File: src/core/codec_pkg.sv
// Constants, types and the sample compander shared by the codec power and PCM port logic.
// How it works
// Host holds reset low at least 500 ns; RESET here is active high.
// Reset loads every register with its default.
// Registers are writable while powered down.
// Power-up bit 1 picks differential or single-ended earpiece.
// Clearing bit 0 powers down; gain bit 7 deepens.
// Setting bit 0 powers up with kept settings.
// Lost master clock forces power-down, output Hi-Z.
// Power-down waits for the transmit word to finish.
// Gain bit 7 powers down regardless of clock.
// Samples go out 15-bit linear or 8-bit companded.
// Frame starts when sync is high at falling edge.
// Received bits are captured on falling edges.
// Transmit bits driven after rising edges, bit 1 first.
// Output released after the last bit's falling edge.
// Host gives 256 bit clocks per frame.
package codec_pkg;

    // ------------------------------------------------------------------
    // Timing
    // ------------------------------------------------------------------
    localparam int CLK_PERIOD_NS  = 50;
    localparam int RESET_MIN_NS   = 500;
    localparam int RESET_MIN_CYC  = (RESET_MIN_NS + CLK_PERIOD_NS - 1) / CLK_PERIOD_NS;
    localparam int MCLK_LOSS_NS   = 2000;
    localparam int MCLK_LOSS_CYC  = (MCLK_LOSS_NS + CLK_PERIOD_NS - 1) / CLK_PERIOD_NS;
    localparam int FRAME_BITS     = 256;

    // ------------------------------------------------------------------
    // Sample path
    // ------------------------------------------------------------------
    localparam int SAMPLE_W       = 16;
    localparam int FIFO_DEPTH     = 32;
    localparam logic [3:0] LINEAR_BITS  = 4'hf;
    localparam logic [3:0] COMPAND_BITS = 4'h8;

    // ------------------------------------------------------------------
    // Register map and fields
    // ------------------------------------------------------------------
    localparam logic [7:0] PWR_CTRL_OFS = 8'h00;
    localparam logic [7:0] TX_GAIN_OFS  = 8'h04;
    localparam logic [7:0] FORMAT_OFS   = 8'h08;
    localparam logic [7:0] STATUS_OFS   = 8'h0c;
    localparam logic [7:0] TX_DATA_OFS  = 8'h10;
    localparam logic [7:0] RX_DATA_OFS  = 8'h14;
    localparam logic [7:0] PWR_CTRL_RST = 8'h00;
    localparam logic [7:0] TX_GAIN_RST  = 8'h08;
    localparam logic [1:0] FORMAT_RST   = 2'h1;
    localparam int PWR_ON_BIT     = 0;
    localparam int EAR_DIFF_BIT   = 1;
    localparam int DEEP_PD_BIT    = 7;
    localparam int FMT_LINEAR_BIT = 0;
    localparam int FMT_ALAW_BIT   = 1;
    localparam int ST_POWERED     = 0;
    localparam int ST_MCLK_LOST   = 1;
    localparam int ST_LOW_PD      = 2;
    localparam int ST_DRAINING    = 3;
    localparam int ST_FIFO_FULL   = 4;
    localparam int ST_FIFO_EMPTY  = 5;
    localparam int ST_TX_BUSY     = 6;
    localparam int ST_FRAME_ERR   = 7;

    typedef enum logic [1:0] {PWR_OFF, PWR_ON, PWR_DRAIN} pwr_state_t;

    // Turns a 15-bit two's-complement sample into a mu-law or A-law byte.
    function automatic logic [7:0] compand(input logic [14:0] s, input logic alaw);
        logic        sgn;
        logic [13:0] mag;
        logic [12:0] m13;
        logic [13:0] b;
        logic [2:0]  seg;
        logic [3:0]  man;
        sgn = s[14];
        mag = sgn ? 14'(~s[13:0] + 14'h1) : s[13:0];
        if (sgn && mag == 14'h0) begin
            mag = 14'h3fff;
        end
        m13 = mag[13:1];
        seg = 3'h0;
        if (alaw) begin
            for (int i = 5; i <= 11; i++) begin
                if (m13[i]) seg = 3'(i - 4);
            end
            man = (seg == 3'h0) ? m13[4:1] : 4'(m13 >> seg);
            return {~sgn, seg, man} ^ 8'h55;
        end
        b = {1'b0, m13} + 14'h0021;
        if (b > 14'h1fff) begin
            b = 14'h1fff;
        end
        for (int i = 6; i <= 12; i++) begin
            if (b[i]) seg = 3'(i - 5);
        end
        man = 4'(b >> ({1'b0, seg} + 4'h1));
        return ~{sgn, seg, man};
    endfunction

endpackage

File: src/core/sample_if.sv
// Valid/ready carrier between the register side and the transmit sample store.
`timescale 1ns/1ps
interface sample_if #(parameter int W = 16);
    logic         wr_valid;
    logic         wr_ready;
    logic [W-1:0] wr_data;
    logic         rd_valid;
    logic         rd_ready;
    logic [W-1:0] rd_data;

    modport producer (output wr_valid, wr_data, rd_ready, input wr_ready, rd_valid, rd_data);
    modport store    (input wr_valid, wr_data, rd_ready, output wr_ready, rd_valid, rd_data);
endinterface

File: src/core/codec_power_pcm.sv
// Codec power sequencing, master clock watchdog, PCM serial port and APB registers.
`timescale 1ns/1ps
module codec_power_pcm (
    input  logic        SYS_CLK,
    input  logic        RESET,
    input  logic        PSEL,
    input  logic        PENABLE,
    input  logic        PWRITE,
    input  logic [7:0]  PADDR,
    input  logic [31:0] PWDATA,
    output logic [31:0] PRDATA,
    output logic        PREADY,
    output logic        PSLVERR,
    input  logic        MCLK,
    input  logic        FRAME_SYNC_IN,
    input  logic        SERIAL_BIT_CLOCK,
    input  logic        SERIAL_DATA_IN,
    output logic        SERIAL_DATA_OUT,
    output logic        SERIAL_DATA_OUT_OE,
    output logic        DIFFERENTIAL_EARPIECE_AMP_EN,
    output logic        SINGLE_ENDED_EARPIECE_AMP_EN,
    output logic        POWERED_UP,
    output logic        LOW_POWER_DOWN
);
    localparam logic [7:0] MCLK_LIMIT = 8'(codec_pkg::MCLK_LOSS_CYC);
    localparam logic [8:0] FRAME_LEN  = 9'(codec_pkg::FRAME_BITS);

    // ------------------------------------------------------------------
    // Declarations
    // ------------------------------------------------------------------
    logic [2:0]  bclk_sync_ff;
    logic [2:0]  mclk_sync_ff;
    logic [1:0]  fsync_sync_ff;
    logic [1:0]  din_sync_ff;
    logic        bclk_rise;
    logic        bclk_fall;
    logic        frame_start;
    logic [7:0]  mclk_idle_ff;
    logic        mclk_lost;
    logic [7:0]  pwr_ctrl_ff;
    logic [7:0]  tx_gain_ff;
    logic [1:0]  format_ff;
    logic [31:0] prdata_ff;
    logic [31:0] rd_val;
    logic        access;
    logic        wr_fire;
    logic        frame_err_ff;
    logic        frame_seen_ff;
    logic [8:0]  frame_cnt_ff;
    codec_pkg::pwr_state_t state_ff;
    codec_pkg::pwr_state_t nxt_state;
    logic        pd_req;
    logic        tx_busy_ff;
    logic [14:0] tx_shift_ff;
    logic [3:0]  tx_idx_ff;
    logic [3:0]  word_len_ff;
    logic        dout_ff;
    logic        oe_ff;
    logic        rx_busy_ff;
    logic [14:0] rx_shift_ff;
    logic [3:0]  rx_idx_ff;
    logic [14:0] rx_data_ff;
    logic [14:0] next_word;

    sample_if #(.W(codec_pkg::SAMPLE_W)) tx_q ();

    // ------------------------------------------------------------------
    // Input synchronisers and edge finders
    // ------------------------------------------------------------------

    // Two flops per pin; a third flop of history for the clocks' edges.
    always_ff @(posedge SYS_CLK) begin
        bclk_sync_ff  <= {bclk_sync_ff[1:0], SERIAL_BIT_CLOCK};
        mclk_sync_ff  <= {mclk_sync_ff[1:0], MCLK};
        fsync_sync_ff <= {fsync_sync_ff[0], FRAME_SYNC_IN};
        din_sync_ff   <= {din_sync_ff[0], SERIAL_DATA_IN};
    end

    // Edges are taken from the second and third stages only.
    assign bclk_rise   = bclk_sync_ff[1] & ~bclk_sync_ff[2];
    assign bclk_fall   = ~bclk_sync_ff[1] & bclk_sync_ff[2];
    assign frame_start = bclk_fall & fsync_sync_ff[1];

    // ------------------------------------------------------------------
    // Master clock watchdog
    // ------------------------------------------------------------------

    // Counts system cycles since the last master clock transition.
    always_ff @(posedge SYS_CLK) begin
        if (RESET) begin
            mclk_idle_ff <= 8'h00;
        end else if (mclk_sync_ff[1] ^ mclk_sync_ff[2]) begin
            mclk_idle_ff <= 8'h00;
        end else if (mclk_idle_ff != MCLK_LIMIT) begin
            mclk_idle_ff <= mclk_idle_ff + 8'h01;
        end
    end
    assign mclk_lost = (mclk_idle_ff == MCLK_LIMIT);

    // ------------------------------------------------------------------
    // APB slave
    // ------------------------------------------------------------------

    // A push to a full FIFO stalls the bus; all else answers at once.
    assign access  = PSEL & PENABLE;
    assign PREADY  = ~(PWRITE && PADDR == codec_pkg::TX_DATA_OFS && !tx_q.wr_ready);
    assign wr_fire = access & PWRITE & PREADY;
    assign PSLVERR = access & ~(PADDR inside {codec_pkg::PWR_CTRL_OFS, codec_pkg::TX_GAIN_OFS,
        codec_pkg::FORMAT_OFS, codec_pkg::STATUS_OFS, codec_pkg::TX_DATA_OFS,
        codec_pkg::RX_DATA_OFS});
    assign PRDATA  = prdata_ff;
    assign tx_q.wr_valid = access & PWRITE & (PADDR == codec_pkg::TX_DATA_OFS);
    assign tx_q.wr_data  = PWDATA[codec_pkg::SAMPLE_W-1:0];

    // Read multiplexer; unmapped addresses read zero.
    always_comb begin
        rd_val = 32'h0;
        unique case (PADDR)
            codec_pkg::PWR_CTRL_OFS: rd_val[7:0]  = pwr_ctrl_ff;
            codec_pkg::TX_GAIN_OFS:  rd_val[7:0]  = tx_gain_ff;
            codec_pkg::FORMAT_OFS:   rd_val[1:0]  = format_ff;
            codec_pkg::STATUS_OFS: begin
                rd_val[codec_pkg::ST_POWERED]    = (state_ff == codec_pkg::PWR_ON);
                rd_val[codec_pkg::ST_MCLK_LOST]  = mclk_lost;
                rd_val[codec_pkg::ST_LOW_PD]     = LOW_POWER_DOWN;
                rd_val[codec_pkg::ST_DRAINING]   = (state_ff == codec_pkg::PWR_DRAIN);
                rd_val[codec_pkg::ST_FIFO_FULL]  = ~tx_q.wr_ready;
                rd_val[codec_pkg::ST_FIFO_EMPTY] = ~tx_q.rd_valid;
                rd_val[codec_pkg::ST_TX_BUSY]    = tx_busy_ff;
                rd_val[codec_pkg::ST_FRAME_ERR]  = frame_err_ff;
            end
            codec_pkg::RX_DATA_OFS:  rd_val[14:0] = rx_data_ff;
            default:                 rd_val       = 32'h0;
        endcase
    end

    // Read data is captured in the setup cycle and held through access.
    always_ff @(posedge SYS_CLK) begin
        if (RESET) begin
            prdata_ff <= 32'h0;
        end else if (PSEL && !PENABLE && !PWRITE) begin
            prdata_ff <= rd_val;
        end
    end

    // ------------------------------------------------------------------
    // Configuration registers
    // ------------------------------------------------------------------

    // Writable in every power state, so setup may precede power-up.
    always_ff @(posedge SYS_CLK) begin
        if (RESET) begin
            pwr_ctrl_ff <= codec_pkg::PWR_CTRL_RST;
            tx_gain_ff  <= codec_pkg::TX_GAIN_RST;
            format_ff   <= codec_pkg::FORMAT_RST;
        end else if (wr_fire) begin
            if (PADDR == codec_pkg::PWR_CTRL_OFS) pwr_ctrl_ff <= PWDATA[7:0];
            if (PADDR == codec_pkg::TX_GAIN_OFS) tx_gain_ff <= PWDATA[7:0];
            if (PADDR == codec_pkg::FORMAT_OFS) format_ff <= PWDATA[1:0];
        end
    end

    // ------------------------------------------------------------------
    // Power state machine
    // ------------------------------------------------------------------
    assign pd_req = ~pwr_ctrl_ff[codec_pkg::PWR_ON_BIT]
                  | tx_gain_ff[codec_pkg::DEEP_PD_BIT]
                  | mclk_lost;

    // A register power-down waits for an active word; clock loss does not.
    always_comb begin
        nxt_state = state_ff;
        unique case (state_ff)
            codec_pkg::PWR_OFF:   if (!pd_req) nxt_state = codec_pkg::PWR_ON;
            codec_pkg::PWR_ON: begin
                if (mclk_lost) nxt_state = codec_pkg::PWR_OFF;
                else if (pd_req) nxt_state = tx_busy_ff ? codec_pkg::PWR_DRAIN
                                                        : codec_pkg::PWR_OFF;
            end
            codec_pkg::PWR_DRAIN: if (mclk_lost || !tx_busy_ff) nxt_state = codec_pkg::PWR_OFF;
            default:              nxt_state = codec_pkg::PWR_OFF;
        endcase
    end

    // Holds the power state.
    always_ff @(posedge SYS_CLK) begin
        if (RESET) state_ff <= codec_pkg::PWR_OFF;
        else state_ff <= nxt_state;
    end

    // Earpiece driver choice and power indications.
    assign POWERED_UP = (state_ff != codec_pkg::PWR_OFF);
    assign DIFFERENTIAL_EARPIECE_AMP_EN = POWERED_UP & pwr_ctrl_ff[codec_pkg::EAR_DIFF_BIT];
    assign SINGLE_ENDED_EARPIECE_AMP_EN = POWERED_UP & ~pwr_ctrl_ff[codec_pkg::EAR_DIFF_BIT];
    assign LOW_POWER_DOWN = ~POWERED_UP & tx_gain_ff[codec_pkg::DEEP_PD_BIT];

    // ------------------------------------------------------------------
    // Frame length check
    // ------------------------------------------------------------------

    // Counts bit clocks between frame starts; a short or long frame sets a sticky flag.
    always_ff @(posedge SYS_CLK) begin
        if (RESET) begin
            frame_cnt_ff  <= 9'h000;
            frame_seen_ff <= 1'b0;
            frame_err_ff  <= 1'b0;
        end else begin
            if (frame_start) begin
                frame_cnt_ff  <= 9'h001;
                frame_seen_ff <= 1'b1;
            end else if (bclk_fall && frame_cnt_ff != 9'h1ff) begin
                frame_cnt_ff <= frame_cnt_ff + 9'h001;
            end
            if (frame_start && frame_seen_ff && frame_cnt_ff != FRAME_LEN) begin
                frame_err_ff <= 1'b1;
            end else if (wr_fire && PADDR == codec_pkg::STATUS_OFS
                         && PWDATA[codec_pkg::ST_FRAME_ERR]) begin
                frame_err_ff <= 1'b0;
            end
        end
    end

    // ------------------------------------------------------------------
    // Transmit shifter
    // ------------------------------------------------------------------

    // Next word left-justified: linear as is, companded in the top byte.
    assign next_word = format_ff[codec_pkg::FMT_LINEAR_BIT]
        ? (tx_q.rd_valid ? tx_q.rd_data[14:0] : 15'h0000)
        : {codec_pkg::compand(tx_q.rd_valid ? tx_q.rd_data[14:0] : 15'h0000,
                              format_ff[codec_pkg::FMT_ALAW_BIT]), 7'h00};
    assign tx_q.rd_ready = frame_start & (state_ff == codec_pkg::PWR_ON) & ~pd_req;
    assign SERIAL_DATA_OUT    = dout_ff;
    assign SERIAL_DATA_OUT_OE = oe_ff;

    // Loads at frame start, drives on rises, releases after the last fall.
    always_ff @(posedge SYS_CLK) begin
        if (RESET || mclk_lost) begin
            tx_busy_ff <= 1'b0;
            oe_ff      <= 1'b0;
            dout_ff    <= 1'b0;
            tx_idx_ff  <= 4'h0;
        end else if (tx_q.rd_ready) begin
            tx_busy_ff  <= 1'b1;
            tx_idx_ff   <= 4'h0;
            tx_shift_ff <= next_word;
            word_len_ff <= format_ff[codec_pkg::FMT_LINEAR_BIT] ? codec_pkg::LINEAR_BITS
                                                                : codec_pkg::COMPAND_BITS;
        end else if (tx_busy_ff && bclk_rise && tx_idx_ff != word_len_ff) begin
            dout_ff     <= tx_shift_ff[14];
            oe_ff       <= 1'b1;
            tx_shift_ff <= {tx_shift_ff[13:0], 1'b0};
            tx_idx_ff   <= tx_idx_ff + 4'h1;
        end else if (tx_busy_ff && bclk_fall && tx_idx_ff == word_len_ff) begin
            oe_ff      <= 1'b0;
            tx_busy_ff <= 1'b0;
        end
    end

    // ------------------------------------------------------------------
    // Receive shifter
    // ------------------------------------------------------------------

    // Shifts one bit per falling edge after frame start, MSB first.
    always_ff @(posedge SYS_CLK) begin
        if (RESET) begin
            rx_busy_ff  <= 1'b0;
            rx_idx_ff   <= 4'h0;
            rx_shift_ff <= 15'h0000;
            rx_data_ff  <= 15'h0000;
        end else if (tx_q.rd_ready) begin
            rx_busy_ff <= 1'b1;
            rx_idx_ff  <= 4'h0;
        end else if (rx_busy_ff && bclk_fall) begin
            rx_shift_ff <= {rx_shift_ff[13:0], din_sync_ff[1]};
            rx_idx_ff   <= rx_idx_ff + 4'h1;
            if (rx_idx_ff + 4'h1 == word_len_ff) begin
                rx_busy_ff <= 1'b0;
                rx_data_ff <= {rx_shift_ff[13:0], din_sync_ff[1]};
            end
        end
    end

    // ------------------------------------------------------------------
    // Sample store
    // ------------------------------------------------------------------
    sample_fifo #(.WIDTH(codec_pkg::SAMPLE_W), .DEPTH(codec_pkg::FIFO_DEPTH)) u_fifo (
        .clk (SYS_CLK),
        .rst (RESET),
        .q   (tx_q)
    );

    // ------------------------------------------------------------------
    // Checks
    // ------------------------------------------------------------------
    property p_reset_defaults;
        @(posedge SYS_CLK) $fell(RESET) |-> pwr_ctrl_ff == codec_pkg::PWR_CTRL_RST
            && tx_gain_ff == codec_pkg::TX_GAIN_RST && state_ff == codec_pkg::PWR_OFF;
    endproperty
    a_reset_defaults: assert property (p_reset_defaults) else $error("bad reset state");

    property p_write_off;
        @(posedge SYS_CLK) disable iff (RESET)
        wr_fire && PADDR == codec_pkg::PWR_CTRL_OFS && !POWERED_UP
            |=> pwr_ctrl_ff == $past(PWDATA[7:0]);
    endproperty
    a_write_off: assert property (p_write_off) else $error("write lost while off");

    property p_earpiece;
        @(posedge SYS_CLK) disable iff (RESET)
        POWERED_UP |-> DIFFERENTIAL_EARPIECE_AMP_EN != SINGLE_ENDED_EARPIECE_AMP_EN
            && DIFFERENTIAL_EARPIECE_AMP_EN == pwr_ctrl_ff[1];
    endproperty
    a_earpiece: assert property (p_earpiece) else $error("wrong earpiece");

    property p_power_down;
        @(posedge SYS_CLK) disable iff (RESET)
        state_ff == codec_pkg::PWR_ON && pd_req && !tx_busy_ff
            |=> !POWERED_UP && LOW_POWER_DOWN == tx_gain_ff[7];
    endproperty
    a_power_down: assert property (p_power_down) else $error("no power down");

    property p_power_up;
        @(posedge SYS_CLK) disable iff (RESET)
        !POWERED_UP && pwr_ctrl_ff[0] && !tx_gain_ff[7] && !mclk_lost |=> POWERED_UP;
    endproperty
    a_power_up: assert property (p_power_up) else $error("no power up");

    property p_mclk_loss;
        @(posedge SYS_CLK) disable iff (RESET)
        mclk_lost |=> !SERIAL_DATA_OUT_OE && !POWERED_UP;
    endproperty
    a_mclk_loss: assert property (p_mclk_loss) else $error("clock loss ignored");

    property p_drain;
        @(posedge SYS_CLK) disable iff (RESET)
        state_ff == codec_pkg::PWR_ON && pd_req && !mclk_lost && tx_busy_ff
            && !(bclk_fall && tx_idx_ff == word_len_ff)
            |=> state_ff == codec_pkg::PWR_DRAIN && tx_busy_ff;
    endproperty
    a_drain: assert property (p_drain) else $error("word cut short");

    property p_override;
        @(posedge SYS_CLK) disable iff (RESET)
        tx_gain_ff[7] && !tx_busy_ff ##1 tx_gain_ff[7] |-> !POWERED_UP;
    endproperty
    a_override: assert property (p_override) else $error("override ignored");

    property p_first_bit;
        @(posedge SYS_CLK) disable iff (RESET || mclk_lost)
        tx_busy_ff && bclk_rise && tx_idx_ff == 4'h0 && !tx_q.rd_ready
            |=> SERIAL_DATA_OUT_OE && SERIAL_DATA_OUT == $past(tx_shift_ff[14]);
    endproperty
    a_first_bit: assert property (p_first_bit) else $error("first bit wrong");

    property p_release;
        @(posedge SYS_CLK) disable iff (RESET)
        tx_busy_ff && bclk_fall && tx_idx_ff == word_len_ff && !tx_q.rd_ready
            |=> !SERIAL_DATA_OUT_OE && !tx_busy_ff;
    endproperty
    a_release: assert property (p_release) else $error("output not released");
endmodule

File: src/core/sample_fifo.sv
// Flip-flop FIFO holding transmit samples between software and the serial port.
`timescale 1ns/1ps
module sample_fifo #(
    parameter int WIDTH = 16,
    parameter int DEPTH = 32
) (
    input logic   clk,
    input logic   rst,
    sample_if.store q
);
    localparam int AW = $clog2(DEPTH);

    logic [WIDTH-1:0] mem_ff [DEPTH];
    logic [AW:0]      wptr_ff;
    logic [AW:0]      rptr_ff;
    logic             full;
    logic             empty;

    // Extra pointer bit tells full from empty.
    assign full       = (wptr_ff[AW] != rptr_ff[AW]) && (wptr_ff[AW-1:0] == rptr_ff[AW-1:0]);
    assign empty      = (wptr_ff == rptr_ff);
    assign q.wr_ready = ~full;
    assign q.rd_valid = ~empty;
    assign q.rd_data  = mem_ff[rptr_ff[AW-1:0]];

    // Stores a word on an accepted push.
    always_ff @(posedge clk) begin
        if (q.wr_valid && !full) begin
            mem_ff[wptr_ff[AW-1:0]] <= q.wr_data;
        end
    end

    // Moves the pointers on accepted pushes and pops.
    always_ff @(posedge clk) begin
        if (rst) begin
            wptr_ff <= '0;
            rptr_ff <= '0;
        end else begin
            if (q.wr_valid && !full) wptr_ff <= wptr_ff + {{AW{1'b0}}, 1'b1};
            if (q.rd_ready && !empty) rptr_ff <= rptr_ff + {{AW{1'b0}}, 1'b1};
        end
    end
endmodule

File: config.mk
export PLATFORM = sky130hd
export DESIGN_NAME = codec_power_pcm
export DESIGN_NICKNAME = d
export VERILOG_FILES = /design/src/core/codec_pkg.sv /design/src/core/sample_if.sv /design/src/core/codec_power_pcm.sv /design/src/core/sample_fifo.sv
export SDC_FILE = /design/constraint.sdc
export NUM_CORES = 1
export LEC_CHECK = 0
export BUFFER_PORTS_ARGS = -buffer_cell sky130_fd_sc_hd__buf_2
export CAP_MARGIN = 10
export CORE_MARGIN = 1.5
export CORE_UTILIZATION = 65
export DETAILED_ROUTE_END_ITERATION = 6
export PLACE_DENSITY = 0.95
export SLEW_MARGIN = 30
export SYNTH_ARGS = -nofsm -noshare
export SYNTH_HDL_FRONTEND = slang
export SYNTH_SLANG_ARGS = --single-unit
File: constraint.sdc
create_clock -name SYS_CLK -period 17.5 [get_ports SYS_CLK]
set_input_delay 3.5 -clock SYS_CLK [delete_from_list [all_inputs] [get_ports SYS_CLK]]
set_output_delay 3.5 -clock SYS_CLK [all_outputs]
set_load 0.02 [all_outputs]
==> summary.txt, run 1 <==
STA
  • Skew final: 0.04559 ns
  • Setup repair after global routing missed its margin: no
  • Final setup fails: 0
  • Period utilisation layout: 54.14%
  • Worst-margin pin slew: 0.9102 ns
  • Fmax: 0.1055 GHz
  • Max-slew headroom: 39.32%
  • Tmin final: 9.475 ns
  • Final Slew Violations: 0
  • Final hold vios: 0
  • Setup_tns: 0 ns

Cells and area
  • Layout Utilization: 73.15%
  • Fillers: 2,321
  • Share of layout cells above drive strength 1: 19.81%
  • P&R area growth vs syn: 10.89%
  • Final nets: 1,880

Floorplanning
  • CORE AREA: 39,820 µm²
  • Die span in x: 204.0 µm
  • Die area: 41,630 µm²
  • Starting Density: 65.97%
  • Row cnt: 73
  • Die Ht: 204.0 µm
  • # IOs: 89

Global routing
  • Vias in the first global route: 16,237
  • Grt ovf: 0
  • Antenna violations before repair: 1
  • Largest net degree at the start of global routing: 87
  • First-pass GRT wire length: 101,100 µm
  • Overall Global Routing Usage: 33.09%

Logic synthesis
  • Syn Inst Count: 1,741
  • Register area share after synthesis: 65.99%
  • EDFF count, synth: 496
  • Post-Syn Area: 26,270 µm²
  • Synth top area share: 56.69%
  • Distinct cell type count after synthesis: 94
  • Largest area contributor in the netlist: edfxtp_1
  • Ys flop type: edfxtp_1
  • Ys Warns: 0
  • Syn_area_per_cell: 15.09 µm²
  • Ranking of synthesized cells by area: edfxtp_1 57%, mux4_2 10%, dfxtp_1 9.3%, nor2_1 2.2%, mux2i_1 2.1%
  • Synthesis-stage register bit count: 618
  • Ys async rst share: 0%

Pwr
  • Internal Pwr Total: 2.399 mW
  • Max VDD drop: 0.09955 mV
  • Total Power: 2.989 mW
  • Clock Power Share: 45.5%
  • Net switching power: 0.5897 mW
  • Leak: 9.787 nW
  • Flop pwr share: 53.1%
  • Comb pwr share: 1.4%
  • Sw frac: 19.73%
  • Cell Pwr Density: 102.6 nW/µm²

Clocking
  • Htree depth: 2
  • Num CTS Buffers: 57
  • Post-CTS setup buffers: 0
  • Cts repair resizes: 0
  • Sink Count: 618
  • Clk buf depth: 3
  • CTS root buffer: clkbuf_16
  • Worst-path clk slew: 0.06 ns
  • CTS tree: yes
  • Hold buffers post-CTS: 0
  • Worst-skew pair later-pin latency: 0.64 ns

Detailed routing
  • Post-route ant nets: 0
  • Drc violations: 0
  • DRT Wirelength: 67,990 µm
  • Via count: 16,523
  • Via/cell ratio: 6.916
  • DRT iter0 DRCs: 2,136
  • Wire per inst: 28.46 µm
  • First-pass DRT Iterations: 6

Hold path
  • Hold Path Origin: fsync_sync_ff[0]$_DFF_P_
  • Worst Hold End: fsync_sync_ff[1]$_DFF_P_
  • Class of the worst hold path: flop to flop
  • Hold Crit Depth: 0

Worst setup path
  • Endpoint class of the critical path: flop
  • Worst EP required: 17.85 ns
  • Startpoint types: flop
  • Worst Setup Path Type: flop to flop
  • Reg2reg end: tx_shift_ff[7]$_DFFE_PP_
  • Top fanout value on the critical path: 48
  • Cells on worst reg2reg path: 23
  • Reg2Reg Setup Slack: 8.03 ns
  • Critical Path AT: 9.82 ns

Outcome
  • Status: complete, no violations

Placement
  • Port Buffers: 54
  • Dpl hpwl: 40,290 µm
  • Placer Congestion: 0.9007

Flow run
  • MaxCap Viol Count: 0
power groups by stage:
stage | Clock, mW | Sequential [mW] | Combinational, mW
3_5_place_dp | 0 | 1.62 | 0.0406
6_report | 1.36 | 1.59 | 0.0425
3_3_place_gp | 0 | 1.62 | 0.0371
4_1_cts | 1.37 | 1.59 | 0.0411
2_1_floorplan | 0 | 1.62 | 0.0171
5_1_grt | 1.42 | 1.59 | 0.0449
sequential cells by signal (all words and copies together) (netlist names), 9 cells and up, named ones only:
register / cells
PRDATA: 15
tx_shift_ff: 15
frame_cnt_ff: 9
rx_shift_ff: 14
rx_data_ff: 15
u_fifo.mem_ff: 480
cells in the final DEF (no fill, tap or decap), types with 8 or more instances in the layout:
| cell | synthesis | layout |
|---|---|---|
| nor2_1 | 155 | 153 |
| mux4_2 | 121 | 121 |
| bufinv_16 | 0 | 13 |
| nand4_1 | 15 | 15 |
| and3_1 | 10 | 10 |
| nand2b_1 | 8 | 8 |
| buf_2 | 23 | 54 |
| a21oi_1 | 66 | 66 |
| buf_4 | 23 | 47 |
| nand3_1 | 44 | 44 |
| ha_1 | 15 | 15 |
| edfxtp_1 | 496 | 496 |
| a22o_1 | 10 | 10 |
| o31ai_1 | 8 | 8 |
| xnor2_1 | 29 | 28 |
| inv_1 | 21 | 21 |
| xor2_1 | 30 | 30 |
| mux2i_1 | 54 | 54 |
| clkinv_2 | 0 | 8 |
| o21ai_0 | 39 | 39 |
| a22oi_1 | 57 | 57 |
| o21ai_1 | 8 | 8 |
| dfxtp_1 | 122 | 120 |
| conb_1 | 1 | 17 |
| and2_1 | 10 | 10 |
| mux2_2 | 9 | 9 |
| nor3_1 | 15 | 13 |
| nand2_1 | 143 | 143 |
| or3_1 | 13 | 13 |
| clkbuf_16 | 0 | 57 |
worst max-delay path by stage:
stage	from	to	slack, ns	cells after the start
floorplan	PADDR[1]	PREADY	9.19	4
global placement	flop	tx_shift_ff[7]$_DFFE_PP_	7.97	23
detailed placement	flop	tx_shift_ff[7]$_DFFE_PP_	7.86	23
CTS	flop	tx_shift_ff[7]$_DFFE_PP_	7.85	23
global route	flop	tx_shift_ff[7]$_DFFE_PP_	7.26	23
finish	flop	tx_shift_ff[7]$_DFFE_PP_	8.03	23
kinds of logic (layout without fill, tap and decap cells):
kind of cell	after synthesis	after routing	share of synthesized area, %
flip-flops	618	618	65.99
AND/OR/NAND/NOR	459	459	8.173
AO/OA/AOI/OAI	279	279	7.587
multiplexers	184	184	12.82
buffers and inverters	124	230	2.615
XOR/XNOR	61	61	2.091
adder cells (fa/ha/maj)	15	15	0.7144
other	1	18	0.01427
cell usage after synthesis, types with 8 or more instances:
cell type  count
mux4_2       121
nor2b_1        8
ha_1          15
nand2_1      143
mux2_2         9
a22oi_1       57
buf_6         12
mux2i_1       54
a21oi_1       66
buf_4         23
xor2_1        30
dfxtp_1      122
xnor2_1       29
nor2_1       155
clkbuf_1      42
inv_1         21
or3_1         13
edfxtp_1     496
a31oi_1        9
o21ai_1        8
o31ai_1        8
nor3_1        15
nand2b_1       8
a22o_1        10
o21ai_0       39
and3_1        10
buf_2         23
nand3_1       44
and2_1        10
nand4_1       15
critical path: stages (launching register included):
cell and delay (ns):
dfxtp_4 0.86, buf_6 0.64, buf_4 0.72, mux4_2 0.60
a22oi_1 0.41, nand2_1 0.30, o21ai_1 0.24, nand4_1 0.55
o21ai_0 0.35, a2bb2oi_1 0.16, a2111oi_1 0.63, nand3_1 0.66
and3_1 0.46, inv_1 0.06, ha_1 0.31, a31oi_1 0.25
nor3_1 0.36, xor2_1 0.11, a211oi_1 0.40, o211ai_4 0.22
mux2i_1 0.19, a221oi_1 0.35, o21bai_1 0.18, a21oi_1 0.09
metal layers:
metal | vias to the layer above | share of wire, % | GRT usage [%]
met2 | 1206 | 49 | 54.51
met4 | 0 | 3.5 | 13.16
met3 | 191 | 11 | 6.999
li1 | 6897 | - | -
met5 | - | 0 | 0
met1 | 8229 | 36 | 43.51
layout make-up:
cell class	count	area, µm²	area share (%)
well taps	525	656.9	2.255
flip-flops and latches	618	17340	59.54
clock buffers	71	1514	5.197
inverters	22	82.58	0.2835
multi-input cells	1015	8363	28.71
diodes	1	2.502	0.008590
repair buffers	102	634.4	2.178
clock inverters	35	534.3	1.834
metrics by stage:
stage               worst slack [ns]  instance area (µm²)  std cells  hold WS (ns)
floorplan                      9.187                26330       1757        0.3096
global placement               7.972                27050       2282        0.3139
detailed placement             7.856                27050       2282        0.3183
CTS                            7.851                29100       2388        0.3379
global route                   7.260                29130       2389        0.3464
finish                         8.025                29130       2389        0.3348
(Power assumes the default switching activity.)
==> run 2, diff against run 1 <==
--- a/config.mk
+++ b/config.mk
@@ -8,9 +8,9 @@
 export BUFFER_PORTS_ARGS = -buffer_cell sky130_fd_sc_hd__buf_2
 export CAP_MARGIN = 10
 export CORE_MARGIN = 1.5
-export CORE_UTILIZATION = 65
+export CORE_UTILIZATION = 56
 export DETAILED_ROUTE_END_ITERATION = 6
-export PLACE_DENSITY = 0.95
+export PLACE_DENSITY = 0.88
 export SLEW_MARGIN = 30
 export SYNTH_ARGS = -nofsm -noshare
 export SYNTH_HDL_FRONTEND = slang
==> constraint.sdc (replaced) <==
create_clock -name SYS_CLK -period 7.9 [get_ports SYS_CLK]
set_input_delay 1.58 -clock SYS_CLK [delete_from_list [all_inputs] [get_ports SYS_CLK]]
set_output_delay 1.58 -clock SYS_CLK [all_outputs]
set_load 0.02 [all_outputs]
==> summary.txt, run 2 (synthesis results as in run 1) <==
Cells and area
  • Fin cells: 2,496 (+4.5%)
  • Fillers: 3,187 (+37%)
  • P&R area growth vs syn: 11.30%
  • Layout Utilization: 62.94% (-10 points)
  • Share of layout cells above drive strength 1: 20.59% (+0.79 points)
  • Ant. Diodes: 0 (-1)
  • Final nets: 1,904 (+1.3%)
  • Final instance area: 29,240 µm² (+0.37%)
  • Most common cell after layout, fill and taps aside: edfxtp_1
  • Max reg flops: 480 (unchanged)
  • Leading cell types in the layout, fill and taps excluded: 496 x edfxtp_1, 153 x nor2_1, 143 x nand2_1

Flow run
  • MaxCap Viol Count: 0 (unchanged)

Detailed routing
  • Max layer used: met4
  • Met2 routed WL: 32,420 µm (-3.3%)
  • Via count: 16,265 (-1.6%)
  • Via/cell ratio: 6.516 (-5.8%)
  • DRT Wirelength: 65,540 µm (-3.6%)
  • Post-route ant nets: 0 (unchanged)
  • DRT iter0 DRCs: 2,092 (-2.1%)
  • Wire per inst: 26.26 µm (-7.7%)
  • Drc violations: 0 (unchanged)
  • First-pass DRT Iterations: 6 (unchanged)
  • Met1 wire length: 24,240 µm (-1.2%)
  • Metal3 WL: 6163 µm (-18%)

Clocking
  • Sink Count: 618 (unchanged)
  • CTS tree: yes
  • Clk buf depth: 3 (unchanged)
  • Worst-path clk slew: 0.06 ns (about the same)
  • Worst-skew pair later-pin latency: 0.62 ns (-0.02 ns)
  • Num CTS Buffers: 58 (+1.8%)
  • Post-CTS setup buffers: 0 (unchanged)
  • Hold buffers post-CTS: 0 (unchanged)
  • Cts repair resizes: 0 (unchanged)
  • Htree depth: 2 (unchanged)
  • CTS root buffer: clkbuf_16

STA
  • Fmax: 0.1358 GHz (+29%)
  • Final setup fails: 0 (unchanged)
  • Final hold vios: 0 (unchanged)
  • Final Slew Violations: 0 (unchanged)
  • Setup_tns: 0 ns (unchanged)
  • Hold WS: 0.3317 ns (-0.003159 ns)
  • Period utilisation layout: 93.20% (+39 points)
  • Max-slew headroom: 36.85% (-2.5 points)
  • Skew final: 0.02838 ns (-0.01721 ns)
  • Worst-margin pin slew: 0.9385 ns (+0.02838 ns)
  • Tmin final: 7.363 ns (-2.112 ns)
  • Setup repair after global routing missed its margin: no
  • Final setup margin: 0.5375 ns (-7.488 ns)

Hold path
  • Worst Hold End: mclk_sync_ff[1]$_DFF_P_
  • Hold Crit Depth: 0 (unchanged)
  • Hold Path Origin: mclk_sync_ff[0]$_DFF_P_
  • Class of the worst hold path: flop to flop

Floorplanning
  • Die span in x: 219.6 µm (+7.6%)
  • CORE AREA: 46,460 µm² (+17%)
  • Starting Density: 56.55% (-9.4 points)
  • # IOs: 89 (unchanged)
  • Die area: 48,220 µm² (+16%)
  • Die Ht: 219.6 µm (+7.6%)
  • Row cnt: 79 (+8.2%)

Worst setup path
  • Critical Path AT: 7.73 ns (-2.09 ns)
  • Startpoint types: flop
  • Reg2Reg Setup Slack: 0.54 ns (-7.49 ns)
  • Worst EP required: 8.27 ns (-9.58 ns)
  • Worst Setup Path Type: flop to flop
  • Endpoint class of the critical path: flop
  • Reg2reg end: tx_shift_ff[7]$_DFFE_PP_
  • Cells on worst reg2reg path: 24 (+4.3%)
  • Top fanout value on the critical path: 15 (-69%)

Pwr
  • Cell Pwr Density: 217.4 nW/µm² (+110%)
  • Max VDD drop: 0.1972 mV (+98%)
  • Total Power: 6.356 mW (+110%)
  • Leak: 9.827 nW (+0.41%)

Global routing
  • Largest net degree at the start of global routing: 87 (unchanged)
  • Grt ovf: 0 (unchanged)
  • Antenna violations before repair: 0 (-1)
  • Vias in the first global route: 16,378 (+0.87%)
  • Overall Global Routing Usage: 27.84% (-5.3 points)
  • First-pass GRT wire length: 99,210 µm (-1.9%)

Placement
  • Placed insts: 2,387 (+4.6%)
  • Area post-placement: 27,350 µm² (+1.1%)
  • Placer Congestion: 0.8827 (-2.0%)
  • Port Buffers: 54 (unchanged)
  • Dpl hpwl: 39,830 µm (-1.2%)
  • Pre-CTS worst setup slack: 0.6872 ns (-7.169 ns)

Outcome
  • Status: complete, no violations
## run 2: how the worst max path moves through the flow
stage | to | slack [ns] | cells after the start
6_report | tx_shift_ff[7]$_DFFE_PP_ | 0.54 | 24
5_1_grt | tx_shift_ff[8]$_DFFE_PP_ | 0.0008 | 26
3_5_place_dp | tx_shift_ff[7]$_DFFE_PP_ | 0.69 | 24
4_1_cts | tx_shift_ff[7]$_DFFE_PP_ | 0.61 | 25
2_1_floorplan | tx_shift_ff[7]$_DFFE_PP_ | 1.52 | 28
3_3_place_gp | tx_shift_ff[7]$_DFFE_PP_ | 0.79 | 23
## run 2: critical path: stages, from the launching register on
cell	delay, ns
dfxtp_1	0.91
nor2_2	0.32
a22oi_1	0.48
nand2_1	0.20
a22oi_1	0.39
ha_1	0.23
inv_1	0.07
a41oi_1	0.35
and4_1	0.32
mux2i_1	0.20
a2bb2oi_1	0.40
a2111oi_1	0.15
nand3_1	0.18
and3_1	0.21
inv_1	0.05
ha_1	0.30
a31oi_1	0.40
or4_1	0.18
o31ai_1	0.07
or4_4	0.58
o211ai_4	0.35
mux2i_1	0.17
a221oi_1	0.31
o21bai_1	0.16
a21oi_1	0.09
## run 2: metal layers
| layer | track usage [%] | vias to the layer above |
|---|---|---|
| met5 | 0 | - |
| met4 | 12.63 | 0 |
| met3 | 5.549 | 187 |
| met2 | 46.88 | 1021 |
| met1 | 35.00 | 8121 |
| li1 | - | 6936 |
## run 2: area by class of cell
class	count	area, µm²	share of cell area, %
inverters	22	82.58	0.2824
clock inverters	38	334.1	1.142
repair buffers	125	815.8	2.790
multi-input cells	1015	8364	28.61
flip-flops and latches	618	17340	59.32
well taps	607	759.5	2.597
clock buffers	71	1540	5.267
## run 2: power by group
part	leakage [nW]	total (mW)	switching [mW]	internal, mW
registers	5.44	3.52	0.00354	3.51
clock network	0.919	2.75	1.20	1.55
logic	3.46	0.0897	0.0746	0.0152
==> run 3, diff against run 2 <==
--- a/config.mk
+++ b/config.mk
@@ -10,8 +10,10 @@
 export CORE_MARGIN = 1.5
 export CORE_UTILIZATION = 56
 export DETAILED_ROUTE_END_ITERATION = 6
-export PLACE_DENSITY = 0.88
+export MAX_ROUTING_LAYER = met4
+export PLACE_DENSITY_LB_ADDON = 0.08
 export SLEW_MARGIN = 30
 export SYNTH_ARGS = -nofsm -noshare
 export SYNTH_HDL_FRONTEND = slang
 export SYNTH_SLANG_ARGS = --single-unit
+export TNS_END_PERCENT = 100
==> summary.txt, run 3 (synthesis results as in run 1) <==
Clocking
  • Htree depth: 2 (unchanged)
  • Worst-path clk slew: 0.06 ns (about the same)
  • Clk buf depth: 3 (unchanged)
  • Cts repair resizes: 0 (unchanged)
  • Hold buffers post-CTS: 0 (unchanged)
  • Post-CTS setup buffers: 0 (unchanged)
  • Worst-skew pair later-pin latency: 0.62 ns (about the same)
  • CTS root buffer: clkbuf_16
  • Sink Count: 618 (unchanged)
  • Num CTS Buffers: 60 (+3.4%)
  • CTS tree: yes

Floorplanning
  • Starting Density: 56.55% (unchanged)
  • # IOs: 89 (unchanged)
  • Die Ht: 219.6 µm (unchanged)
  • Row cnt: 79 (unchanged)
  • Die span in x: 219.6 µm (unchanged)
  • Die area: 48,220 µm² (unchanged)
  • CORE AREA: 46,460 µm² (unchanged)

STA
  • Tmin final: 7.326 ns (-0.03621 ns)
  • Period utilisation layout: 92.74% (-0.46 points)
  • Setup_tns: 0 ns (unchanged)
  • Worst-margin pin slew: 0.9761 ns (+0.03759 ns)
  • Max-slew headroom: 34.68% (-2.2 points)
  • Final setup fails: 0 (unchanged)
  • Final hold vios: 0 (unchanged)
  • Skew final: 0.02610 ns (-0.002277 ns)
  • Setup repair after global routing missed its margin: no
  • Final Slew Violations: 0 (unchanged)
  • Fmax: 0.1365 GHz (+0.49%)

Pwr
  • Net switching power: 1.270 mW (-0.80%)
  • Leak: 9.815 nW (-0.12%)
  • Sw frac: 20.21% (+0.069 points)
  • Internal Pwr Total: 5.014 mW (-1.2%)
  • Cell Pwr Density: 215.1 nW/µm² (-1.1%)
  • Max VDD drop: 0.1979 mV (+0.35%)
  • Flop pwr share: 55.9% (+0.6 points)
  • Comb pwr share: 1.4% (about the same)
  • Total Power: 6.284 mW (-1.1%)
  • Clock Power Share: 42.7% (-0.6 points)

Global routing
  • Antenna violations before repair: 2 (+2)
  • Overall Global Routing Usage: 26.53% (-1.3 points)
  • Largest net degree at the start of global routing: 87 (unchanged)
  • First-pass GRT wire length: 91,760 µm (-7.5%)
  • Vias in the first global route: 14,935 (-8.8%)
  • Grt ovf: 0 (unchanged)

Hold path
  • Hold Crit Depth: 0 (unchanged)
  • Class of the worst hold path: flop to flop

Worst setup path
  • CP top delay family: compound AO/OA/AOI/OAI gates
  • Total number of cells along the worst setup path: 25 (+4.2%)
  • CP peak stage delay: 0.78 ns (-0.13 ns)
  • Top fanout value on the critical path: 15 (unchanged)
  • Critical Path AT: 7.68 ns (-0.05 ns)
  • Worst Setup Path Type: flop to flop
  • Worst Path Buf+Inv: 3 (+1)
  • Endpoint class of the critical path: flop
  • Worst path slowest cell: dfxtp_1
  • Startpoint types: flop
  • Cells on worst reg2reg path: 25 (+4.2%)
  • Worst EP required: 8.25 ns (-0.02 ns)

Detailed routing
  • Wire per inst: 24.39 µm (-7.1%)
  • Via/cell ratio: 6.149 (-5.6%)
  • Drc violations: 0 (unchanged)
  • Post-route ant nets: 0 (unchanged)
  • DRT iter0 DRCs: 1,429 (-32%)
  • First-pass DRT Iterations: 7 (+1)
  • DRT Wirelength: 60,980 µm (-7.0%)
  • Via count: 15,372 (-5.5%)

Cells and area
  • P&R area growth vs syn: 11.22% (about the same)
  • Most common cell after layout, fill and taps aside: edfxtp_1
  • Share of layout cells above drive strength 1: 20.51% (-0.086 points)
  • Register area: 17,340 µm² (unchanged)
  • Fin cells: 2,500 (+0.16%)
  • Max reg flops: 480 (unchanged)
  • Leading cell types in the layout, fill and taps excluded: 496 x edfxtp_1, 153 x nor2_1, 143 x nand2_1
  • Multi-input gate area: 8364 µm² (unchanged)
  • Final nets: 1,907 (+0.16%)
  • Fillers: 3,426 (+7.5%)
  • Final instance area: 29,220 µm² (about the same)

Placement
  • Port Buffers: 54 (unchanged)
  • Area post-placement: 27,360 µm² (about the same)
  • Placed insts: 2,388 (+0.042%)
  • Dpl hpwl: 38,050 µm (-4.4%)
  • Placer Congestion: 0.8779 (-0.54%)

Flow run
  • MaxCap Viol Count: 0 (unchanged)

Outcome
  • Status: complete, no violations
run 3: changes by cell type in the layout (fill, tap and decap cells not counted), moves of 3 or more:
| cell | previous run | this run |
|---|---|---|
| clkinv_1 | 12 | 7 |
| clkbuf_8 | 4 | 0 |
| clkbuf_16 | 58 | 61 |
| bufinv_16 | 5 | 2 |
| clkinv_4 | 0 | 3 |
| clkbuf_1 | 9 | 17 |
run 3: through the flow:
| step | util [%] | worst slack, ns | hold WS (ns) |
|---|---|---|---|
| 2_1_floorplan | - | 1.515 | 0.3096 |
| 3_3_place_gp | 58.88 | 0.7247 | 0.3184 |
| 3_5_place_dp | 58.88 | 0.5761 | 0.3150 |
| 4_1_cts | 62.85 | 0.5165 | 0.3345 |
| 5_1_grt | 62.89 | 0.005147 | 0.3426 |
| 6_report | 62.89 | 0.5737 | 0.3297 |
run 3: layer usage:
layer,part of all wire (%),vias to the layer above,routed length (µm),GRT usage [%]
met3,6.4,83,3878,3.879
met1,43,7853,26150,36.44
li1,-,6958,-,-
met4,2.1,0,1308,6.372
met2,49,478,29640,42.31
met5,0,-,0,-
run 3: final timing paths:
check / startpoint / endpoint / slack, ns
min: mclk_sync_ff[0]$_DFF_P_ / mclk_sync_ff[1]$_DFF_P_ / 0.33
max: flop / tx_shift_ff[7]$_DFFE_PP_ / 0.57
max reg2reg: flop / tx_shift_ff[7]$_DFFE_PP_ / 0.57
min reg2reg: mclk_sync_ff[0]$_DFF_P_ / mclk_sync_ff[1]$_DFF_P_ / 0.33
run 3: final cells by class:
| cell class | instances | share of cell area (%) |
|---|---|---|
| clock buffer | 78 | 5.443 |
| tap | 607 | 2.599 |
| inverter | 22 | 0.2826 |
| timing repair buffer | 126 | 2.818 |
| sequential | 618 | 59.36 |
| clock inverter | 33 | 0.8607 |
| antenna | 1 | 0.008565 |
| multi-input combinational | 1015 | 28.63 |
run 3: power by group through the flow:
| stage | clock, mW | sequential, mW | combinational (mW) |
|---|---|---|---|
| CTS | 2.73 | 3.52 | 0.0880 |
| floorplan | 0 | 3.59 | 0.0379 |
| global placement | 0 | 3.59 | 0.0836 |
| global route | 2.86 | 3.51 | 0.0961 |
| finish | 2.68 | 3.52 | 0.0875 |
| detailed placement | 0 | 3.59 | 0.0878 |
run 3: worst reg2reg max path: stages, from the launching register on:
cell and delay (ns):
dfxtp_1 0.78, nor2_2 0.32, buf_4 0.29, a22oi_1 0.18, nand2_1 0.17, a22oi_1 0.32, ha_1 0.35, inv_1 0.11
a41oi_1 0.37, and4_1 0.34, mux2i_1 0.09, a2bb2oi_1 0.18, a2111oi_1 0.64, nand3_1 0.22, and3_1 0.25, inv_1 0.06
ha_1 0.29, a31oi_1 0.24, nor3_1 0.33, xor2_1 0.11, a211oi_1 0.40, o211ai_4 0.22, mux2i_1 0.20, a221oi_1 0.30
o21bai_1 0.18, a21oi_1 0.10
